<file path="src/rtl/slb_pkg.sv">
// Purpose: shared constants and types for the safety logic and bypass core
// Assumes: 100 MHz system clock, synchronous active-high reset
// Notes: logic level 1 means On / Run, 0 means Off / Stop
package slb_pkg;

  // system clock
  localparam int unsigned CLK_HZ = 100_000_000;
  localparam int unsigned CLK_PERIOD_NS = 10;

  // one second of the bypass timer, in clock cycles
  localparam int unsigned SEC_TIME_NS = 1_000_000_000;
  localparam int unsigned SEC_CYCLES = SEC_TIME_NS / CLK_PERIOD_NS;

  // logic gate inputs
  localparam int unsigned GATE_MAX_IN = 5;
  localparam int unsigned GATE_MIN_IN = 2;
  localparam logic [2:0] GATE_MIN_IN_W = 3'h2;

  // bypass time limit, in seconds
  localparam int unsigned LIMIT_W = 16;
  localparam logic [15:0] LIMIT_MIN_SEC = 16'h0001;
  localparam logic [15:0] LIMIT_MAX_SEC = 16'hA8C0;

  // divider counter width, wide enough for one second
  localparam int unsigned DIV_W = 32;

  // reset values
  localparam logic OUT_RST = 1'b0;
  localparam logic [15:0] REMAIN_RST = 16'h0000;
  localparam logic [31:0] DIV_RST = 32'h00000000;

  // gate function select
  typedef enum logic [2:0] {
    SLB_AND,
    SLB_OR,
    SLB_NAND,
    SLB_NOR,
    SLB_XOR
  } slb_gate_op_t;

  // bypass sequencing
  typedef enum logic [1:0] {
    SLB_PASS,
    SLB_BYPASS,
    SLB_EXPIRED
  } slb_bp_state_t;

endpackage : slb_pkg

</file>
<file path="src/rtl/slb_logic_core.sv">
// Purpose: Boolean logic blocks, latches, dual-channel decode and bypass
// Assumes: gate and latch inputs come from logic on clk; channel pins are
//          asynchronous and are synchronised here
// Notes: all outputs are registered, one clock behind their inputs; chanRun is three clocks behind the pins
//        the bypass timer counts in one-second enable pulses
//
// Summary of operation
// - AND output On only while every connected input (2 to 5) is On.
// - OR output On when any connected input is On, Off when all Off.
// - NAND output Off only when every connected input is On.
// - NOR output On only when every connected input is Off.
// - XOR output On only when exactly one connected input is On.
// - NOT output is always the complement of its input.
// - reset-dominant latch holds, sets, clears; both On clears.
// - set-dominant latch holds, sets, clears; both On sets.
// - optional inversion of gate inputs or output makes Stop count as true.
// - bypass output follows monitored input while bypass request is inactive.
// - bypass output On while request active and limit not yet expired.
// - on timer expiry output turns Off and control returns to the input.
// - limit ranges 1 s to 12 h; no setting disables it.
// - one shared limit value applies to every bypassed input.
// - actuating a bypassed two-hand input gives Stop, not bypass On.
// - dual channels decode to Run: both high, or complementary high/low.
`timescale 1ns/10ps
module slb_logic_core
  import slb_pkg::*;
#(
  parameter int unsigned NUM_IN = slb_pkg::GATE_MAX_IN,
  parameter int unsigned SEC_TICKS = slb_pkg::SEC_CYCLES
)(
  // clock and reset
  input wire logic clk,
  input wire logic rst,
  // configurable gate
  input wire logic [NUM_IN-1:0] gateIn,
  input wire logic [NUM_IN-1:0] gateUsed,
  input wire logic [NUM_IN-1:0] gateInvertIn,
  input wire logic gateInvertOut,
  input wire slb_pkg::slb_gate_op_t gateOp,
  output logic gateOut,
  // single-input inverter
  input wire logic notIn,
  output logic notOut,
  // latches
  input wire logic latchSet,
  input wire logic latchReset,
  output logic rsOut,
  output logic srOut,
  // dual-channel safety input pins
  input wire logic chanA,
  input wire logic chanB,
  input wire logic chanComplementary,
  output logic chanRun,
  // bypass block
  input wire logic bypass_request_node,
  input wire logic twoHandInput,
  input wire logic [slb_pkg::LIMIT_W-1:0] bypassLimitSec,
  output logic bypassOut,
  output logic bypassActive,
  output logic bypassExpired
);
  import slb_pkg::*;

  ////////////////////////////////////////////////////////////////////////
  // configurable gate
  ////////////////////////////////////////////////////////////////////////

  logic [NUM_IN-1:0] gateEff;
  logic [2:0] onCount [0:NUM_IN];
  logic [2:0] usedCount [0:NUM_IN];

  // per-input inversion and counting of On inputs
  assign onCount[0] = 3'h0;
  assign usedCount[0] = 3'h0;
  genvar gi;
  generate
    for (gi = 0; gi < NUM_IN; gi++)
    begin : g_in
      assign gateEff[gi] = gateIn[gi] ^ gateInvertIn[gi];
      assign onCount[gi+1] = onCount[gi]
        + {2'h0, gateEff[gi] & gateUsed[gi]};
      assign usedCount[gi+1] = usedCount[gi] + {2'h0, gateUsed[gi]};
    end
  endgenerate

  wire logic [2:0] onTotal = onCount[NUM_IN];
  wire logic [2:0] usedTotal = usedCount[NUM_IN];
  // fewer than two connected inputs is an unconfigured gate
  wire logic enoughIn = usedTotal >= GATE_MIN_IN_W;
  wire logic allOn = enoughIn && (onTotal == usedTotal);
  wire logic anyOn = enoughIn && (onTotal != 3'h0);
  wire logic oneOn = enoughIn && (onTotal == 3'h1);

  // one named result per gate function
  wire logic andRaw = allOn;
  wire logic orRaw = anyOn;
  wire logic nandRaw = enoughIn && !allOn;
  wire logic norRaw = enoughIn && !anyOn;
  wire logic xorRaw = oneOn;

  logic gateRaw;
  always_comb
  begin
    gateRaw = 1'b0;
    unique case (gateOp)
      SLB_AND: gateRaw = andRaw;
      SLB_OR: gateRaw = orRaw;
      SLB_NAND: gateRaw = nandRaw;
      SLB_NOR: gateRaw = norRaw;
      SLB_XOR: gateRaw = xorRaw;
      default: gateRaw = 1'b0;
    endcase
  end

  // an unconfigured gate (fewer than two inputs) sits Off
  wire logic next_gateOut = enoughIn && (gateRaw ^ gateInvertOut);

  always_ff @(posedge clk)
  begin
    if (rst)
      gateOut <= OUT_RST;
    else
      gateOut <= next_gateOut;
  end

  ////////////////////////////////////////////////////////////////////////
  // inverter and latches
  ////////////////////////////////////////////////////////////////////////

  wire logic next_notOut = !notIn;
  wire logic next_rsOut = !latchReset && (latchSet || rsOut);
  wire logic next_srOut = latchSet || (!latchReset && srOut);

  // each output its own register, so the two priorities stay apart
  always_ff @(posedge clk)
  begin
    if (rst)
      notOut <= OUT_RST;
    else
      notOut <= next_notOut;
  end

  always_ff @(posedge clk)
  begin
    if (rst)
      rsOut <= OUT_RST;
    else
      rsOut <= next_rsOut;
  end

  always_ff @(posedge clk)
  begin
    if (rst)
      srOut <= OUT_RST;
    else
      srOut <= next_srOut;
  end

  ////////////////////////////////////////////////////////////////////////
  // dual-channel decode
  ////////////////////////////////////////////////////////////////////////

  logic chanAMeta;
  logic chanASync;
  logic chanBMeta;
  logic chanBSync;

  // two flops per pin; only the second flop feeds the decode
  always_ff @(posedge clk)
  begin
    if (rst)
      chanAMeta <= 1'b0;
    else
      chanAMeta <= chanA;
  end

  always_ff @(posedge clk)
  begin
    if (rst)
      chanASync <= 1'b0;
    else
      chanASync <= chanAMeta;
  end

  always_ff @(posedge clk)
  begin
    if (rst)
      chanBMeta <= 1'b0;
    else
      chanBMeta <= chanB;
  end

  always_ff @(posedge clk)
  begin
    if (rst)
      chanBSync <= 1'b0;
    else
      chanBSync <= chanBMeta;
  end

  // complementary devices run with A high and B low
  wire logic chanBRun = chanComplementary ? !chanBSync : chanBSync;
  wire logic next_chanRun = chanASync && chanBRun;

  always_ff @(posedge clk)
  begin
    if (rst)
      chanRun <= OUT_RST;
    else
      chanRun <= next_chanRun;
  end

  ////////////////////////////////////////////////////////////////////////
  // bypass time limit
  ////////////////////////////////////////////////////////////////////////

  // one limit serves every bypassed input
  // zero or out-of-range settings are pulled into the legal span
  wire logic limitLow = bypassLimitSec < LIMIT_MIN_SEC;
  wire logic limitHigh = bypassLimitSec > LIMIT_MAX_SEC;
  wire logic [LIMIT_W-1:0] limitSec = limitLow ? LIMIT_MIN_SEC
    : (limitHigh ? LIMIT_MAX_SEC : bypassLimitSec);

  localparam logic [DIV_W-1:0] TICK_LAST = DIV_W'(SEC_TICKS - 1);

  slb_bp_state_t bpState;
  slb_bp_state_t next_bpState;
  logic [DIV_W-1:0] divCount;
  logic [LIMIT_W-1:0] remainSec;

  wire logic tick = (divCount == TICK_LAST);
  wire logic lastSec = (remainSec == LIMIT_MIN_SEC);
  wire logic expireNow = tick && lastSec;
  wire logic startBypass = (bpState == SLB_PASS) && bypass_request_node;

  always_comb
  begin
    next_bpState = bpState;
    unique case (bpState)
      SLB_PASS:
        if (bypass_request_node)
          next_bpState = SLB_BYPASS;
      SLB_BYPASS:
        if (!bypass_request_node)
          next_bpState = SLB_PASS;
        else if (expireNow)
          next_bpState = SLB_EXPIRED;
      SLB_EXPIRED:
        if (!bypass_request_node)
          next_bpState = SLB_PASS;
    endcase
  end

  // one-second enable pulse, restarted with every new bypass
  wire logic [DIV_W-1:0] next_divCount = (startBypass || tick)
    ? DIV_RST : divCount + DIV_W'(1);
  wire logic [LIMIT_W-1:0] next_remainSec = startBypass ? limitSec
    : (tick ? remainSec - LIMIT_W'(1) : remainSec);

  // the divider only runs inside a bypass, so each starts a full second
  // remainSec holds whole seconds left and reloads only on a fresh entry
  wire logic divRun = (bpState == SLB_BYPASS) || startBypass;
  wire logic [DIV_W-1:0] next_divReg = divRun ? next_divCount : DIV_RST;

  always_ff @(posedge clk)
  begin
    if (rst)
      bpState <= SLB_PASS;
    else
      bpState <= next_bpState;
  end

  always_ff @(posedge clk)
  begin
    if (rst)
      divCount <= DIV_RST;
    else
      divCount <= next_divReg;
  end

  always_ff @(posedge clk)
  begin
    if (rst)
      remainSec <= REMAIN_RST;
    else
      remainSec <= next_remainSec;
  end

  ////////////////////////////////////////////////////////////////////////
  // bypass output
  ////////////////////////////////////////////////////////////////////////

  // forced On from the entry edge itself, in step with bypassActive
  wire logic inBypass = (next_bpState == SLB_BYPASS);
  // Stop while a bypassed two-hand control is worked; timer keeps running
  wire logic twoHandTrip = inBypass && twoHandInput;
  // a released request passes the input through, even on the last tick
  wire logic expiring = (bpState == SLB_BYPASS) && bypass_request_node
    && expireNow;
  wire logic next_bypassActive = (next_bpState == SLB_BYPASS);
  wire logic next_bypassExpired = (next_bpState == SLB_EXPIRED);

  logic next_bypassOut;
  always_comb
  begin
    next_bypassOut = chanRun;
    if (twoHandTrip || expiring)
      next_bypassOut = 1'b0;
    else if (inBypass)
      next_bypassOut = 1'b1;
  end

  always_ff @(posedge clk)
  begin
    if (rst)
      bypassOut <= OUT_RST;
    else
      bypassOut <= next_bypassOut;
  end

  always_ff @(posedge clk)
  begin
    if (rst)
      bypassActive <= OUT_RST;
    else
      bypassActive <= next_bypassActive;
  end

  always_ff @(posedge clk)
  begin
    if (rst)
      bypassExpired <= OUT_RST;
    else
      bypassExpired <= next_bypassExpired;
  end

endmodule : slb_logic_core

</file>
<file path="config.mk">
export PLATFORM = sky130hd
export DESIGN_NAME = slb_logic_core
export DESIGN_NICKNAME = d
export VERILOG_FILES = /design/src/rtl/slb_pkg.sv /design/src/rtl/slb_logic_core.sv
export SDC_FILE = /design/constraint.sdc
export NUM_CORES = 1
export LEC_CHECK = 0
export BUFFER_PORTS_ARGS = -buffer_cell sky130_fd_sc_hd__buf_4
export CAP_MARGIN = 15
export CORE_ASPECT_RATIO = 0.8
export CORE_MARGIN = 2
export CORE_UTILIZATION = 61
export DETAILED_ROUTE_END_ITERATION = 8
export HOLD_SLACK_MARGIN = 0.06
export PLACE_DENSITY = 0.85
export RECOVER_POWER = 50
export REMOVE_ABC_BUFFERS = 1
export SYNTH_ARGS = -nofsm -noshare
export SYNTH_HDL_FRONTEND = slang
export SYNTH_SLANG_ARGS = --single-unit
</file>
<file path="constraint.sdc">
create_clock -name clk -period 8.9 [get_ports clk]
set_input_delay 2.67 -clock clk [delete_from_list [all_inputs] [get_ports clk]]
set_output_delay 2.67 -clock clk [all_outputs]
set_load 0.01 [all_outputs]
</file>
==> results of run 1 <==
state kept, by name, summed over array words and instances, names as in the netlist:
signal,cells
divCount,32
remainSec,16
bpState,2
bypassActive,1
bypassExpired,1
bypassOut,1
chanAMeta,1
chanASync,1
chanBMeta,1
chanBSync,1
chanRun,1
gateOut,1
notOut,1
rsOut,1
srOut,1
logic make-up (layout without fill, tap and decap cells):
family / count (synthesis) / in the layout
flops: 62 / 62
xor+xnor: 43 / 43
fa+ha+maj: 13 / 13
mux: 2 / 2
simple gates: 187 / 187
buf+inv: 33 / 93
compound gates: 58 / 58
placed cells by master, fill, tap and decap left out, types with 14 or more instances in the layout:
master,Yosys,layout
xnor2_1,21,21
nor2_1,57,57
nor3_1,15,15
dfxtp_1,62,62
nand3_1,20,20
nand2_1,24,24
xor2_1,22,22
inv_1,24,24
buf_4,0,41
a21oi_1,14,14
cell type report:
cell class / instances / area (µm²)
multi-input combinational: 303 / 1980
fill: 416 / 1400
sequential: 62 / 1240
timing repair buffer: 53 / 364
clock buffer: 12 / 145
inverter: 24 / 90.1
tap: 65 / 81.3
clock inverter: 4 / 70.1
metal layers:
metal | vias to the layer above | wire length (µm) | GRT usage
met1 | 1432 | 3440 | 0.349
met3 | 14 | 630 | 0.0686
li1 | 1511 | - | -
met4 | 0 | 136 | 0.115
met5 | - | 0 | 0
met2 | 163 | 3530 | 0.406
final timing paths:
| kind | startpoint | end | slack, ps |
|---|---|---|---|
| worst max-delay path | gateInvertIn[0] | gateOut | 3980 |
| worst min-delay path | chanAMeta | chanASync | 430 |
| worst max register to register | bpState[0] | divCount[5] | 5890 |
| worst min register to register | chanAMeta | chanASync | 430 |
critical path: cells and delay by family:
kind / cells / cell delay, ps
mux: 1 / 200
compound gates: 2 / 340
fa+ha+maj: 3 / 1140
xor+xnor: 3 / 450
buf+inv: 2 / 170
simple gates: 2 / 230
through the flow:
step | setup WS (ps) | util
finish | 3980 | 0.739
global route | 3780 | 0.739
CTS | 3960 | 0.745
detailed placement | 3590 | 0.705
global placement | 3730 | 0.705
floorplan | 3920 | -
report_power, final:
group,total (mW),switching (mW),internal (mW)
combinational,0.118,0.0661,0.0516
sequential,0.294,0.00705,0.287
clock,0.271,0.106,0.165
total,0.683,0.180,0.503
==> key figures, run 1 <==
Outcome
  – Status: completed

Synth
  – EDFF count, synth: 0
  – Post-synthesis instance area: ~3400 µm²
  – XOR/XNOR share of the synthesized area: 0.112
  – Yosys cell types: 58
  – Post-Syn Area per Cell: 8.47 µm²
  – Top-count cell post-synth: dfxtp_1
  – Compound-gate portion of the synthesized area: 0.118
  – Ys async rst share: 0
  – Mux contribution to synthesized area: 0.00594
  – Commonest cells in the netlist: dfxtp_1 (62), nor2_1 (57), inv_1 (24), nand2_1 (24), xor2_1 (22)
  – Syn Inst Count: about 400
  – Post-synthesis register bit count: 62
  – Synth area leader: dfxtp_1
  – Adder-Cell Fraction of Synth Area: 0.0572
  – Warnings from Yosys: 0
  – Largest family of logic cells by synthesized area: simple AND/OR/NAND/NOR gates
  – Prevailing post-synth register cell: dfxtp_1
  – Simple-Gate Fraction of Synth Area: 0.297
  – Sequential area share after synthesis: 0.368
  – Synth top area share: 0.368
  – Synth area leaders: dfxtp_1 (37%), nor2_1 (6.3%), xor2_1 (5.7%), xnor2_1 (5.5%), ha_1 (3.3%)

Critical path
  – CP max stage cell: fa_1
  – Worst-path cell chain: buf_4 -> xor2_1 -> nand2_1 -> fa_1 -> fa_1 -> inv_1 -> ha_1 -> xor2_1 -> nor3_1 -> o22ai_1 -> xnor2_1 -> o21ai_0 -> mux2i_1
  – Slowest stage delay, CP: between 500 and 600 ps
  – Worst EP arrival: 5210 ps
  – Setup crit end kind: register
  – Crit path max fanout: 3
  – Critical path data required time: ~9000 ps
  – R2R cell count: 7
  – Crit path kind: in -> reg
  – Worst Setup Start Kind: primary input

Floorplan
  – Core area: roughly 5400 µm²
  – Cell Rows: 24
  – Vert. Die Dim: around 70 µm
  – Starting Density: 0.627
  – # IOs: 53
  – Die area: 6140 µm²
  – Die X: 87.1 µm

Clock tree
  – Num CTS Buffers: 9
  – Root buf cell: clkbuf_8
  – CTS sink cnt: 62
  – Clk buf depth: 2
  – Hold_buf cts: 0
  – Clock Latency Late Sink: 350 ps
  – CTS tree: built
  – Post-CTS Setup Inserts: 0
  – Resize count post-CTS: 0
  – Clk pin slew, worst setup/hold paths: approximately 70 ps
  – CTS H-tree depth: 3

STA
  – Highest Clock Rate: 0.203 GHz
  – Hold Vio Cnt, Final: 0
  – Worst Max-Slew Pin Slew: between 1000 and 1500 ps
  – Final slew viol count: 0
  – WHS: 434 ps
  – Period Utilization, post-route: 0.553
  – Crit path time final: 4920 ps
  – Setup-failing EPs final: 0
  – TNS Setup: 0 ps
  – Final worst clock skew: roughly 12 ps
  – RSZ-0062 raised after global routing: no
  – Slew Limit Headroom: 0.296

Detailed routing
  – Residual DRC count: 0
  – Initial DRC Count: 264
  – Drt pass-1 iters: 6
  – DR WL/cell: between 10 and 15 µm
  – Post-Route WL: between 7000 and 8000 µm
  – DR vias: 3120
  – Antenna viol nets, final: 0
  – Vias per Instance: 5.97

Worst hold path
  – HP Class: reg -> reg
  – Hold Path Stages: 1

Power and ir drop
  – Max VDD drop: about 0.081 mV
  – Total Power: slightly below 700 µW
  – Pwr dens: ~170 nW/µm²
  – Leak Pwr: approximately 1.5 nW

Global routing
  – First-pass GRT wire length: about 13000 µm
  – Largest net degree at the start of global routing: 33
  – Vias in the first global route: between 2k and 3k
  – Grt ovf: 0
  – Initial antenna violation count: 0
  – Gr usage total: 0.264

Job
  – Max Cap Violations: 0

Place
  – Placed cell area: approximately 3800 µm²
  – DP HPWL: roughly 5600 µm
  – IO Port Bufs: 52
  – Final Wtd Congestion: between 0.8 and 0.9
  – Placed Cells: approximately 500

Cells and area
  – Post-layout instance area: 3970 µm²
  – Final Net Count: between 500 and 600
  – Share of cells above drive strength 1: 0.146
  – N_diodes: 0
  – Non-Filler Instances: 523
  – Area grow syn2layout: 17.9%
Power figures use the tool's default switching activity.
==> run 2: changes to the inputs <==
--- a/config.mk
+++ b/config.mk
@@ -9,10 +9,10 @@
 export CAP_MARGIN = 15
 export CORE_ASPECT_RATIO = 0.8
 export CORE_MARGIN = 2
-export CORE_UTILIZATION = 61
+export CORE_UTILIZATION = 57
 export DETAILED_ROUTE_END_ITERATION = 8
 export HOLD_SLACK_MARGIN = 0.06
-export PLACE_DENSITY = 0.85
+export PLACE_DENSITY = 0.8
 export RECOVER_POWER = 50
 export REMOVE_ABC_BUFFERS = 1
 export SYNTH_ARGS = -nofsm -noshare
==> constraint.sdc (replaced) <==
create_clock -name clk -period 5 [get_ports clk]
set_input_delay 1.5 -clock clk [delete_from_list [all_inputs] [get_ports clk]]
set_output_delay 1.5 -clock clk [all_outputs]
set_load 0.01 [all_outputs]
==> run 2 against run 1 <==
  * Utilization down 5.6 points
  * Largest power group unchanged
  * Largest cell class unchanged
  * Count of clock-buffer cells in the layout unchanged
  * Die area up 6.7%
  * First-iteration DRC count up 9.1%
==> key figures, run 2 (synthesis gave the netlist of run 1 again) <==
Cells and area
  – Post-layout instance area: 3980 µm²
  – Top flop regs: divCount (32), remainSec (16), bpState (2)
  – Most frequent cells in the layout: dfxtp_1 (62), nor2_1 (57), buf_4 (42)
  – Max reg flops: 32
  – Share of cells above drive strength 1: 0.151
  – N_diodes: 0
  – Most flops, register: divCount
  – Final Net Count: roughly 500
  – Commonest non-fill, non-tap cell in the layout: dfxtp_1
  – Area grow syn2layout: 18.0%

Critical path
  – Internal reg-to-reg setup slack: just under 2000 ps
  – Slowest stage delay, CP: 1000 ps
  – CP max stage cell: clkbuf_1
  – Critical Path Sink: divCount[30]
  – Critical path data required time: 5170 ps
  – Critical R2R Capture: divCount[30]
  – Crit path kind: in -> reg
  – R2R cell count: 7
  – Crit path max fanout: 32
  – Worst setup path start: rst
  – Worst-path cell chain: clkbuf_1 -> nor2_1 -> nand3_1 -> clkbuf_1 -> nor2_1
  – Setup crit end kind: register
  – Worst Setup Start Kind: primary input
  – Worst R2R Start: divCount[0]
  – Worst EP arrival: slightly above 4000 ps

Clock tree
  – Clock Latency Late Sink: 340 ps
  – CTS sink cnt: 62
  – Num CTS Buffers: 9
  – Post-CTS Setup Inserts: 0
  – Clk buf depth: 2
  – Resize count post-CTS: 0
  – CTS tree: built
  – CTS H-tree depth: 3
  – Root buf cell: clkbuf_8
  – Hold_buf cts: 0
  – Clk pin slew, worst setup/hold paths: about 60 ps

Power and ir drop
  – Pwr dens: 293 nW/µm²
  – Total Power: between 1 and 1.5 mW
  – Max VDD drop: about 0.16 mV
  – Leak Pwr: 1.51 nW

STA
  – Crit path time final: a little under 4000 ps
  – Hold Vio Cnt, Final: 0
  – Period Utilization, post-route: 0.785
  – Highest Clock Rate: between 0.2 and 0.3 GHz
  – Worst Max-Slew Pin Slew: between 1000 and 1500 ps
  – RSZ-0062 raised after global routing: no
  – TNS Setup: 0 ps
  – Final slew viol count: 0
  – Setup-failing EPs final: 0
  – Final worst clock skew: 7.95 ps
  – Slew Limit Headroom: 0.101

Detailed routing
  – DR WL met3: slightly below 500 µm
  – Post-Route WL: just over 7000 µm
  – Residual DRC count: 0
  – DR vias: roughly 3k
  – Drt pass-1 iters: 5
  – Vias per Instance: 5.65
  – Met2 WL: 3210 µm
  – Initial DRC Count: around 290
  – Met1 wire length: roughly 3500 µm
  – Top layer in use: met4
  – Antenna viol nets, final: 0
  – DR WL/cell: about 13 µm

Place
  – Final Wtd Congestion: approximately 0.94
  – DP HPWL: approximately 5400 µm
  – Placed cell area: roughly 3800 µm²
  – IO Port Bufs: 52

Worst hold path
  – HP Class: reg -> reg

Floorplan
  – # IOs: 53
  – Die area: roughly 6500 µm²
  – Cell Rows: 25
  – Starting Density: 0.579
  – Core area: 5820 µm²
  – Die X: 90.0 µm
  – Vert. Die Dim: 72.8 µm

Global routing
  – Largest net degree at the start of global routing: 33
  – Initial antenna violation count: 0
  – First-pass GRT wire length: between 10000 and 15000 µm
  – Grt ovf: 0
  – Gr usage total: 0.232
  – Vias in the first global route: 2708

Outcome
  – Status: completed

Job
  – Max Cap Violations: 0
## run 2: cell type report
type                       count  area [µm²]
clock buffer                  12         155
clock inverter                 4        45.0
fill                         511        1840
inverter                      24        90.1
multi-input combinational    303        1990
sequential                    62        1240
tap                           81         101
timing repair buffer          53         357
## run 2: metrics by stage
step / setup slack [ps] / hold slack, ps / utilization / cells
2_1_floorplan: 1190 / 414 / - / 389
3_3_place_gp: 1010 / 423 / 0.656 / 523
3_5_place_dp: 922 / 422 / 0.656 / 523
4_1_cts: 1270 / 436 / 0.690 / 539
5_1_grt: 750 / 459 / 0.683 / 539
6_report: 1070 / 436 / 0.683 / 539
## run 2: report_power, final
part / total, mW / leakage, nW / internal [mW] / switching [mW]
combinational: 0.204 / 0.904 / 0.0912 / 0.113
clock: 0.436 / 0.106 / 0.255 / 0.182
sequential: 0.524 / 0.504 / 0.511 / 0.0127
total: 1.16 / 1.51 / 0.857 / 0.307
## run 2: metal layers
layer  global-route usage  up-vias
met5                    0        -
met4               0.0718        0
met3               0.0785        9
met2                0.361      115
met1                0.310     1404
li1                     -     1517
## run 2: worst min path at each step
| stage | cells past startpoint | startpoint | endpoint |
|---|---|---|---|
| final | 1 | chanAMeta | chanASync |
| after global routing | 1 | chanAMeta | chanASync |
| after CTS | 1 | chanAMeta | chanASync |
| after detailed placement | 1 | chanAMeta | chanASync |
| after global placement | 1 | chanBMeta | chanBSync |
| after floorplan | 1 | chanAMeta | chanASync |
## run 2: critical path: cells and delay by family
family | cells | cell delay [ps]
buffers and inverters | 2 | 1790
AND/OR/NAND/NOR | 3 | 800
